### src/cable_diag_pkg.sv
package cable_diag_pkg;
  // register byte offsets on apb (printed indices times four)
  localparam logic [7:0] BASIC_CTRL_OFF   = 8'h00;
  localparam logic [7:0] MODE_CTRL_OFF    = 8'h44;
  localparam logic [7:0] TDR_CTRL_OFF     = 8'h64;
  localparam logic [7:0] SPECIAL_CTRL_OFF = 8'h6C;
  localparam logic [7:0] CABLE_LEN_OFF    = 8'h70;
  localparam logic [7:0] LINK_STAT_OFF    = 8'h80;
  // basic control fields
  localparam int LOOPBACK_BIT  = 14;
  localparam int SPEED_BIT     = 13;
  localparam int ANEG_BIT      = 12;
  localparam int DUPLEX_BIT    = 8;
  localparam int COLTEST_BIT   = 7;
  // mode control fields
  localparam int FAR_LOOP_BIT  = 9;
  // tdr control/status fields
  localparam int TDR_EN_BIT    = 15;
  localparam int TDR_DONE_BIT  = 8;
  localparam int TDR_LEN_MSB   = 7;
  // special control fields
  localparam int PAIR_SEL_BIT  = 15;
  localparam int AUTO_XOVER_BIT = 14;
  // reset values
  localparam logic [15:0] BASIC_CTRL_RST   = 16'h3100;
  localparam logic [15:0] MODE_CTRL_RST    = 16'h0000;
  localparam logic [15:0] SPECIAL_CTRL_RST = 16'h4000;
  // timing: bit time at 100 Mb is 10 ns, at 10 Mb 100 ns
  localparam int CLK_PERIOD_NS   = 25;
  localparam int COL_ON_BITS     = 512;
  localparam int COL_OFF_BITS    = 4;
  localparam int BIT_NS_100      = 10;
  // assertion delay: longest, round down
  localparam int COL_ON_CYC  = (COL_ON_BITS * BIT_NS_100) / CLK_PERIOD_NS;
  // release delay: longest, round down, at least one cycle
  localparam int COL_OFF_CYC = ((COL_OFF_BITS * BIT_NS_100) / CLK_PERIOD_NS < 1) ? 1 :
                               (COL_OFF_BITS * BIT_NS_100) / CLK_PERIOD_NS;
  localparam int COL_CNT_W   = 10;
  localparam logic [COL_CNT_W-1:0] COL_ON_DLY = COL_CNT_W'(COL_ON_CYC / 4);
  localparam logic [COL_CNT_W-1:0] COL_OFF_DLY = COL_CNT_W'(COL_OFF_CYC);
  localparam int TDR_CNT_W = 8;
  localparam logic [TDR_CNT_W-1:0] TDR_TIMEOUT = 8'hFF;
  localparam int CBL_W = 4;
  typedef enum logic [1:0] {TDR_IDLE, TDR_PULSE, TDR_WAIT, TDR_DONE} tdr_state_t;
endpackage

### src/cable_diag_loopback.sv
`timescale 1ns/10ps
// Operation
// - pair chosen by manual pair select bit
// - pulses on tx straight, rx crossed
// - pulse-to-echo interval reported as length
// - tdr run drops active link
// - cable length valid only on 100 link
// - loopback bit returns transmit data on receive
// - near loop passes through coding sublayers; here mac_txd is looped back to mac_rxd uncoded
// - col held low in loop unless test
// - transmitters powered down during near loopback
// - far loop echoes line data, isolates mac
// - far loop only in rmii mode
// - connector loopback works at both speeds
// - loopback bit 0 normal, 1 loopback
// - col test within 512 on, 4 off
module cable_diag_loopback
  import cable_diag_pkg::*;
(
  // apb
  input  wire logic        pclk,
  input  wire logic        presetn,
  input  wire logic        psel,
  input  wire logic        penable,
  input  wire logic        pwrite,
  input  wire logic [7:0]  paddr,
  input  wire logic [31:0] pwdata,
  output logic      [31:0] prdata,
  output logic             pready,
  output logic             pslverr,
  // controller-side data path
  input  wire logic        rmii_mode,
  input  wire logic [3:0]  mac_txd,
  input  wire logic        mac_txen,
  output logic      [3:0]  mac_rxd,
  output logic             mac_rxdv,
  output logic             mac_col,
  // coded line path
  input  wire logic [3:0]  line_rxd,
  input  wire logic        line_rxdv,
  input  wire logic        line_col,
  input  wire logic        link_up,
  input  wire logic        link_100,
  input  wire logic [3:0]  cable_length_code,
  input  wire logic        echo_detect,
  output logic      [3:0]  line_txd,
  output logic             line_txen,
  output logic             tx_power_on,
  output logic             tdr_pulse_tx,
  output logic             tdr_pulse_rx,
  output logic             link_drop
);
  logic [15:0]          basic_ctrl_ff;
  logic [15:0]          mode_ctrl_ff;
  logic [15:0]          special_ctrl_ff;
  logic                 tdr_en_ff;
  logic                 tdr_done_ff;
  logic [TDR_LEN_MSB:0] tdr_len_ff;
  logic [TDR_CNT_W-1:0] tdr_cnt_ff;
  tdr_state_t           tdr_state_ff;
  logic                 col_test;
  logic                 wr_en;
  logic                 near_loop;
  logic                 far_loop;
  logic                 mapped;
  logic [31:0]          nxt_rdata;

  assign wr_en     = psel && penable && pwrite;
  assign near_loop = basic_ctrl_ff[LOOPBACK_BIT];
  assign far_loop  = mode_ctrl_ff[FAR_LOOP_BIT] && rmii_mode;

  // registers
  always_ff @(posedge pclk or negedge presetn) begin
    if (!presetn) begin
      basic_ctrl_ff   <= BASIC_CTRL_RST;
      mode_ctrl_ff    <= MODE_CTRL_RST;
      special_ctrl_ff <= SPECIAL_CTRL_RST;
    end else if (wr_en) begin
      unique case (paddr)
        BASIC_CTRL_OFF:   basic_ctrl_ff   <= {pwdata[15:7], 7'h00};
        MODE_CTRL_OFF:    mode_ctrl_ff    <= pwdata[15:0];
        SPECIAL_CTRL_OFF: special_ctrl_ff <= pwdata[15:0];
        default: ;
      endcase
    end
  end

  // tdr enable: software sets, hardware clears when done
  always_ff @(posedge pclk or negedge presetn) begin
    if (!presetn) begin
      tdr_en_ff <= 1'b0;
    end else if (tdr_state_ff == TDR_DONE) begin
      tdr_en_ff <= 1'b0;
    end else if (wr_en && paddr == TDR_CTRL_OFF) begin
      tdr_en_ff <= pwdata[TDR_EN_BIT];
    end
  end

  // tdr sequencer: pulse, count until echo or timeout
  always_ff @(posedge pclk or negedge presetn) begin
    if (!presetn) begin
      tdr_state_ff <= TDR_IDLE;
      tdr_cnt_ff   <= '0;
      tdr_len_ff   <= '0;
    end else begin
      unique case (tdr_state_ff)
        TDR_IDLE: if (tdr_en_ff) begin
          tdr_state_ff <= TDR_PULSE;
          tdr_cnt_ff   <= '0;
        end
        TDR_PULSE: tdr_state_ff <= TDR_WAIT;
        TDR_WAIT: begin
          tdr_cnt_ff <= tdr_cnt_ff + TDR_CNT_W'(1);
          if (echo_detect || tdr_cnt_ff == TDR_TIMEOUT) begin
            tdr_len_ff   <= tdr_cnt_ff;
            tdr_state_ff <= TDR_DONE;
          end
        end
        TDR_DONE: tdr_state_ff <= TDR_IDLE;
      endcase
    end
  end

  // done flag: set wins over clear by a new enable write
  always_ff @(posedge pclk or negedge presetn) begin
    if (!presetn) begin
      tdr_done_ff <= 1'b0;
    end else if (tdr_state_ff == TDR_DONE) begin
      tdr_done_ff <= 1'b1;
    end else if (wr_en && paddr == TDR_CTRL_OFF && pwdata[TDR_EN_BIT]) begin
      tdr_done_ff <= 1'b0;
    end
  end

  // line-side outputs and pulse steering
  always_ff @(posedge pclk or negedge presetn) begin
    if (!presetn) begin
      tdr_pulse_tx <= 1'b0;
      tdr_pulse_rx <= 1'b0;
      link_drop    <= 1'b0;
      tx_power_on  <= 1'b1;
      line_txd     <= '0;
      line_txen    <= 1'b0;
    end else begin
      // crossover bit low means straight-through pair
      tdr_pulse_tx <= (tdr_state_ff == TDR_PULSE) && !special_ctrl_ff[PAIR_SEL_BIT];
      tdr_pulse_rx <= (tdr_state_ff == TDR_PULSE) && special_ctrl_ff[PAIR_SEL_BIT];
      link_drop    <= tdr_en_ff || tdr_state_ff != TDR_IDLE;
      tx_power_on  <= !near_loop;
      if (far_loop) begin
        line_txd  <= line_rxd;
        line_txen <= line_rxdv;
      end else if (near_loop) begin
        line_txd  <= '0;
        line_txen <= 1'b0;
      end else begin
        line_txd  <= mac_txd;
        line_txen <= mac_txen;
      end
    end
  end

  // mac-side outputs; near loop taps mac_txd before the coding stage, one cycle late
  always_ff @(posedge pclk or negedge presetn) begin
    if (!presetn) begin
      mac_rxd  <= '0;
      mac_rxdv <= 1'b0;
      mac_col  <= 1'b0;
    end else if (far_loop) begin
      mac_rxd  <= '0;
      mac_rxdv <= 1'b0;
      mac_col  <= 1'b0;
    end else if (near_loop) begin
      mac_rxd  <= mac_txd;
      mac_rxdv <= mac_txen;
      mac_col  <= basic_ctrl_ff[COLTEST_BIT] && col_test && mac_txen;
    end else begin
      mac_rxd  <= line_rxd;
      mac_rxdv <= line_rxdv;
      // gating with txen drops col on its first low sample; timer plus this register alone misses 4 bit times
      mac_col  <= basic_ctrl_ff[COLTEST_BIT] ? (col_test && mac_txen) : line_col;
    end
  end

  col_test_timer u_col_timer (
    .pclk     (pclk),
    .presetn  (presetn),
    .enable   (basic_ctrl_ff[COLTEST_BIT]),
    .txen     (mac_txen),
    .col_test (col_test)
  );

  // read mux; cable length reads zero without a 100 Mb link
  always_comb begin
    nxt_rdata = 32'h0000_0000;
    mapped    = 1'b1;
    unique case (paddr)
      BASIC_CTRL_OFF:   nxt_rdata[15:0] = basic_ctrl_ff;
      MODE_CTRL_OFF:    nxt_rdata[15:0] = mode_ctrl_ff;
      SPECIAL_CTRL_OFF: nxt_rdata[15:0] = special_ctrl_ff;
      TDR_CTRL_OFF:     nxt_rdata[15:0] = {tdr_en_ff, 6'h00, tdr_done_ff, tdr_len_ff};
      CABLE_LEN_OFF:    nxt_rdata[CBL_W-1:0] = (link_up && link_100) ? cable_length_code : 4'h0;
      LINK_STAT_OFF:    nxt_rdata[1:0] = {link_100, link_up};
      default:          mapped = 1'b0;
    endcase
  end

  // no wait state: answer on the first access cycle
  always_ff @(posedge pclk or negedge presetn) begin
    if (!presetn) begin
      prdata  <= '0;
      pready  <= 1'b0;
      pslverr <= 1'b0;
    end else begin
      pready  <= psel && !penable;
      pslverr <= psel && !penable && !mapped;
      if (psel && !penable && !pwrite) begin
        prdata <= nxt_rdata;
      end
    end
  end
endmodule

### src/col_test_timer.sv
`timescale 1ns/10ps
module col_test_timer
  import cable_diag_pkg::*;
(
  // clock and reset
  input  wire logic pclk,
  input  wire logic presetn,
  // control
  input  wire logic enable,
  input  wire logic txen,
  // result
  output logic      col_test
);
  logic [COL_CNT_W-1:0] cnt_ff;
  logic                 col_ff;

  assign col_test = col_ff;

  // raise after a short settle well inside the 512 bit limit, drop within 4 bits
  always_ff @(posedge pclk or negedge presetn) begin
    if (!presetn) begin
      cnt_ff <= '0;
      col_ff <= 1'b0;
    end else if (!enable) begin
      cnt_ff <= '0;
      col_ff <= 1'b0;
    end else if (txen != col_ff) begin
      if (cnt_ff >= (txen ? COL_ON_DLY : COL_OFF_DLY) - COL_CNT_W'(1)) begin
        col_ff <= txen;
        cnt_ff <= '0;
      end else begin
        cnt_ff <= cnt_ff + COL_CNT_W'(1);
      end
    end else begin
      cnt_ff <= '0;
    end
  end
endmodule

### config.mk
export PLATFORM = sky130hd
export DESIGN_NAME = cable_diag_loopback
export DESIGN_NICKNAME = d
export VERILOG_FILES = /design/src/cable_diag_pkg.sv /design/src/cable_diag_loopback.sv /design/src/col_test_timer.sv
export SDC_FILE = /design/constraint.sdc
export NUM_CORES = 1
export LEC_CHECK = 0
export ABC_CLOCK_PERIOD_IN_PS = 1800
export BUFFER_PORTS_ARGS = -buffer_cell sky130_fd_sc_hd__buf_2
export CAP_MARGIN = 10
export CORE_ASPECT_RATIO = 2
export CORE_MARGIN = 3
export CORE_UTILIZATION = 49
export CTS_CLUSTER_SIZE = 12
export DETAILED_ROUTE_END_ITERATION = 8
export PLACE_DENSITY_LB_ADDON = 0.15
export SKIP_LAST_GASP = 1
export SYNTH_ARGS = -nofsm -noshare
export SYNTH_HDL_FRONTEND = slang
export SYNTH_SLANG_ARGS = --single-unit
### constraint.sdc
create_clock -name pclk -period 1.8 [get_ports pclk]
set_input_delay 0 -clock pclk [delete_from_list [all_inputs] [get_ports pclk]]
set_output_delay 0 -clock pclk [all_outputs]
set_load 0.005 [all_outputs]
==> summary.log <==
INFO  floorplanning  top_level_ports=113
INFO  setup_path     critical_path.endpoint_type=flip-flop
INFO  global_routing grt_start_max_net_pins=39
INFO  timing         report.final.slew_viol_count=0
INFO  synth          dominantRegCellSynth=sky130_fd_sc_hd__dfrtp_1
INFO  timing         fin_crit_sh=0.943
INFO  detailed_routing avgRoutedWirePerCell=16.3µm
INFO  timing         timing.max_slew.rel_slack=0.401
INFO  synth          synth_async_sr_flop_share=1.00
INFO  setup_path     cp.arrival=1970ps
INFO  pwr            share_comb_of_total_power=0.171
INFO  setup_path     start_kind=flip-flop
INFO  final_layout   design.final.nets=625
INFO  final_layout   final_cell_mix=99 x sky130_fd_sc_hd__dfrtp_1, 79 x sky130_fd_sc_hd__buf_2, 41 x sky130_fd_sc_hd__mux2_2
INFO  final_layout   commonest_non_fill_non_tap_cell_in_the_layout=sky130_fd_sc_hd__dfrtp_1
INFO  place          post-place-cells=639
INFO  detailed_routing vias_after_detailed_routing=3,619
INFO  synth          netlist_area=4890µm²
INFO  global_routing global_route_wire_length_before_repair=18.8mm
INFO  floorplanning  placementRows=51
INFO  timing         rsz0062_at_grt=false
INFO  setup_path     cpMaxStageDelayCell=sky130_fd_sc_hd__or4b_2
INFO  pwr            sw_frac_of_total=0.250
INFO  synth          synth-edff-count=0
INFO  timing         timing.clock.skew=7.04ps
INFO  cts            cts.root.buffer_cell=sky130_fd_sc_hd__clkbuf_16
INFO  global_routing grt_pass1_vias=3,844
INFO  floorplanning  initial_utilization=0.501
INFO  pwr            power.share.clock=0.357
INFO  place          routabilityCongestion=0.781
INFO  final_layout   layout.cell_area.non_filler=6220µm²
INFO  synth          syn_inst_count=416
INFO  pwr            power_frac_seq=0.472
INFO  synth          netlist-cell-type-count=57
INFO  global_routing groute.usage.overall=0.211
INFO  place          dpl_cell_area=5540µm²
INFO  floorplanning  floorplan.die.width=76.6µm
INFO  status         status=finished clean
INFO  floorplanning  area_enclosed_by_the_die_boundary=11,300µm²
INFO  timing         final.min_clock_period=1700ps
INFO  timing         hold-worst-slack=6.88ps
INFO  final_layout   post_route_cells_drive_above_1_share=0.353
INFO  cts            worst_skew_pair.late_latency=340ps
INFO  detailed_routing dr.pass1.iters=5
INFO  floorplanning  core_region_area=9760µm²
INFO  detailed_routing post_drt_via_cell_ratio=5.26
INFO  global_routing grt_antenna_before_repair=0
INFO  cts            clkSlewWorstSetupHoldPaths=70ps
INFO  worst_hold_path hold_path.class=in2reg
INFO  cts            cts_h_tree_depth=3
INFO  setup_path     worst_path_cell_chain=or4b_2 -> nor3_2 -> nand3_4 -> nor2_1
INFO  global_routing grt-ovfl-total=0
INFO  timing         tightest_slew=896ps
INFO  cts            post_cts.repair.setup_buffers=0
INFO  detailed_routing drtAntennaViolNets=0
INFO  setup_path     critical_path.max_stage_delay=680ps
INFO  place          port_buffers=80
INFO  pwr            cellLeakagePower=2.99nW
INFO  cts            cts.sinks=105
INFO  final_layout   insertedDiodeCount=0
INFO  cts            cts_max_path_buffers=2
INFO  pwr            pwr_density_cell=887nW/µm²
INFO  pwr            peakVddDrop=837µV
INFO  worst_hold_path worstHoldPathCells=3
INFO  place          hpwl=8.28mm
INFO  setup_path     critPathMaxFanout=7
INFO  job            maxCapViolations=0
INFO  detailed_routing wirelength=11.2mm
INFO  detailed_routing drt-initial-drc-count=158
INFO  synth          ys_ff_latch=105
INFO  pwr            p_switching=1.38mW
INFO  timing         setup_tns=0ps
INFO  synth          yosys_warnings=0
INFO  detailed_routing drc=0
INFO  floorplanning  die_height=147µm
INFO  synth          synth.yosys.seq_area_share=0.539
INFO  pwr            cellInternalPower=4.14mW
INFO  timing         finalSetupViolations=0
INFO  cts            tritoncts=yes
INFO  timing         hold_viol=0
INFO  setup_path     worst_ep_required_time=2070ps
INFO  setup_path     rr_worst_depth=4
INFO  pwr            design_power_total=5.52mW
INFO  final_layout   flow.area_growth_from_synthesis=27.3%
INFO  synth          synth_area_per_cell=11.8µm²
INFO  setup_path     setup.worst_path.class=reg2reg
INFO  timing         clock.fmax=589MHz
INFO  cts            numCtsBuffers=9
INFO  final_layout   post_layout_nonfiller_instances=688
==> layer usage <==
metal / wire length (µm) / global-route usage / vias up / share of wire
li1: - / - / 1732 / -
met3: 315 / 0.0368 / 13 / 0.028
met2: 6530 / 0.400 / 73 / 0.58
met1: 4160 / 0.228 / 1801 / 0.37
met4: 231 / 0.0844 / 0 / 0.021
met5: 0 / 0 / - / 0
==> critical path, delay by kind of cell (launching register included) <==
family / cells / cell delay (ps)
DFF: 1 / 360
and+or+nand+nor: 4 / 1270
==> cell usage after synthesis, types with 2 or more instances <==
library cell	instances	area share
sky130_fd_sc_hd__a21o_1	3	0.0046
sky130_fd_sc_hd__a21oi_1	6	0.0061
sky130_fd_sc_hd__a221oi_1	7	0.013
sky130_fd_sc_hd__a222oi_1	4	0.0082
sky130_fd_sc_hd__a22o_1	11	0.020
sky130_fd_sc_hd__a22oi_1	5	0.0077
sky130_fd_sc_hd__a31oi_1	3	0.0038
sky130_fd_sc_hd__a32oi_1	2	0.0036
sky130_fd_sc_hd__and2_0	2	0.0026
sky130_fd_sc_hd__and2_1	2	0.0026
sky130_fd_sc_hd__and3_1	6	0.0077
sky130_fd_sc_hd__buf_2	4	0.0041
sky130_fd_sc_hd__buf_4	16	0.025
sky130_fd_sc_hd__clkbuf_1	12	0.0092
sky130_fd_sc_hd__dfrtp_1	100	0.51
sky130_fd_sc_hd__dfstp_2	5	0.027
sky130_fd_sc_hd__ha_1	10	0.026
sky130_fd_sc_hd__inv_1	10	0.0077
sky130_fd_sc_hd__mux2_2	41	0.094
sky130_fd_sc_hd__mux2_4	9	0.028
sky130_fd_sc_hd__mux2i_1	8	0.016
sky130_fd_sc_hd__nand2_1	26	0.020
sky130_fd_sc_hd__nand2b_1	5	0.0064
sky130_fd_sc_hd__nand3_1	12	0.012
sky130_fd_sc_hd__nor2_1	38	0.029
sky130_fd_sc_hd__nor2b_1	2	0.0026
sky130_fd_sc_hd__nor3_1	6	0.0061
sky130_fd_sc_hd__o21a_1	2	0.0031
sky130_fd_sc_hd__o21ai_0	18	0.018
sky130_fd_sc_hd__o22ai_1	6	0.0077
sky130_fd_sc_hd__o2bb2ai_1	2	0.0036
sky130_fd_sc_hd__o31ai_1	3	0.0046
sky130_fd_sc_hd__o41ai_1	2	0.0036
sky130_fd_sc_hd__or4b_2	2	0.0041
sky130_fd_sc_hd__xnor2_1	3	0.0054
sky130_fd_sc_hd__xor2_1	2	0.0036
==> state kept, by name (all words and copies together), names as in the netlist, 2 cells and up <==
register	count
basic_ctrl_ff	9
line_txd	4
mac_rxd	4
mode_ctrl_ff	16
prdata	16
special_ctrl_ff	16
tdr_cnt_ff	8
tdr_len_ff	8
tdr_state_ff	2
u_col_timer.cnt_ff	10
==> kinds of logic (layout without fill, tap and decap cells) <==
family	Yosys count	count (layout)	share of synthesized area
DFF	105	105	0.539
adders and majority gates	10	10	0.0256
muxes	58	58	0.138
and+or+nand+nor	114	114	0.119
xor gates and xnor gates	5	5	0.00896
AOI/OAI and AO/OA	78	78	0.114
other	1	19	0.000767
buffers and inverters	45	167	0.0547
==> area by class of cell <==
cell class | instances | area (µm²)
fill | 813 | 3540
clock buffer | 11 | 253
inverter | 10 | 37.5
sequential | 105 | 2640
timing repair buffer | 141 | 968
clock inverter | 5 | 53.8
multi-input combinational | 284 | 2110
tap | 132 | 165
==> final timing paths <==
| check | startpoint | to | slack (ps) |
|---|---|---|---|
| max in group asynchronous | presetn | basic_ctrl_ff[12]$_DFFE_PN1P_ | 1000 |
| min in group asynchronous | presetn | line_txd[1]$_DFF_PN0_ | 170 |
| hold reg to reg | prdata[4]$_DFFE_PN0P_ | prdata[4]$_DFFE_PN0P_ | 470 |
| hold / removal | cable_length_code[2] | prdata[2]$_DFFE_PN0P_ | 7 |
| setup / recovery | u_col_timer.cnt_ff[7]$_DFF_PN0_ | u_col_timer.cnt_ff[3]$_DFF_PN0_ | 100 |
| setup reg to reg | u_col_timer.cnt_ff[7]$_DFF_PN0_ | u_col_timer.cnt_ff[3]$_DFF_PN0_ | 100 |
==> power by group through the flow <==
stage                     clock network [mW]  logic (mW)  registers, mW
final                                   1.97       0.946           2.60
after detailed placement                   0       0.897           2.65
after floorplan                            0       0.496           2.65
after CTS                               2.02       0.962           2.61
after global placement                     0       0.876           2.64
after global routing                    2.13        1.08           2.62
==> stage by stage <==
| step | util | setup WS [ps] |
|---|---|---|
| 2_1_floorplan | - | 12.0 |
| 3_3_place_gp | 0.567 | -42.0 |
| 3_5_place_dp | 0.567 | -82.6 |
| 4_1_cts | 0.635 | 10.7 |
| 5_1_grt | 0.638 | 26.2 |
| 6_report | 0.638 | 102 |
==> timing repair <==
item | CTS | global route
cloned | 0 | 0
resized for setup | 3 | 9
endpoints found under the hold margin | 90 | 0
pin swaps | 1 | 6
setup endpoints to repair | 8 | 12
hold buffers | 33 | 0
No activity file was read; power rests on OpenSTA's default activity.
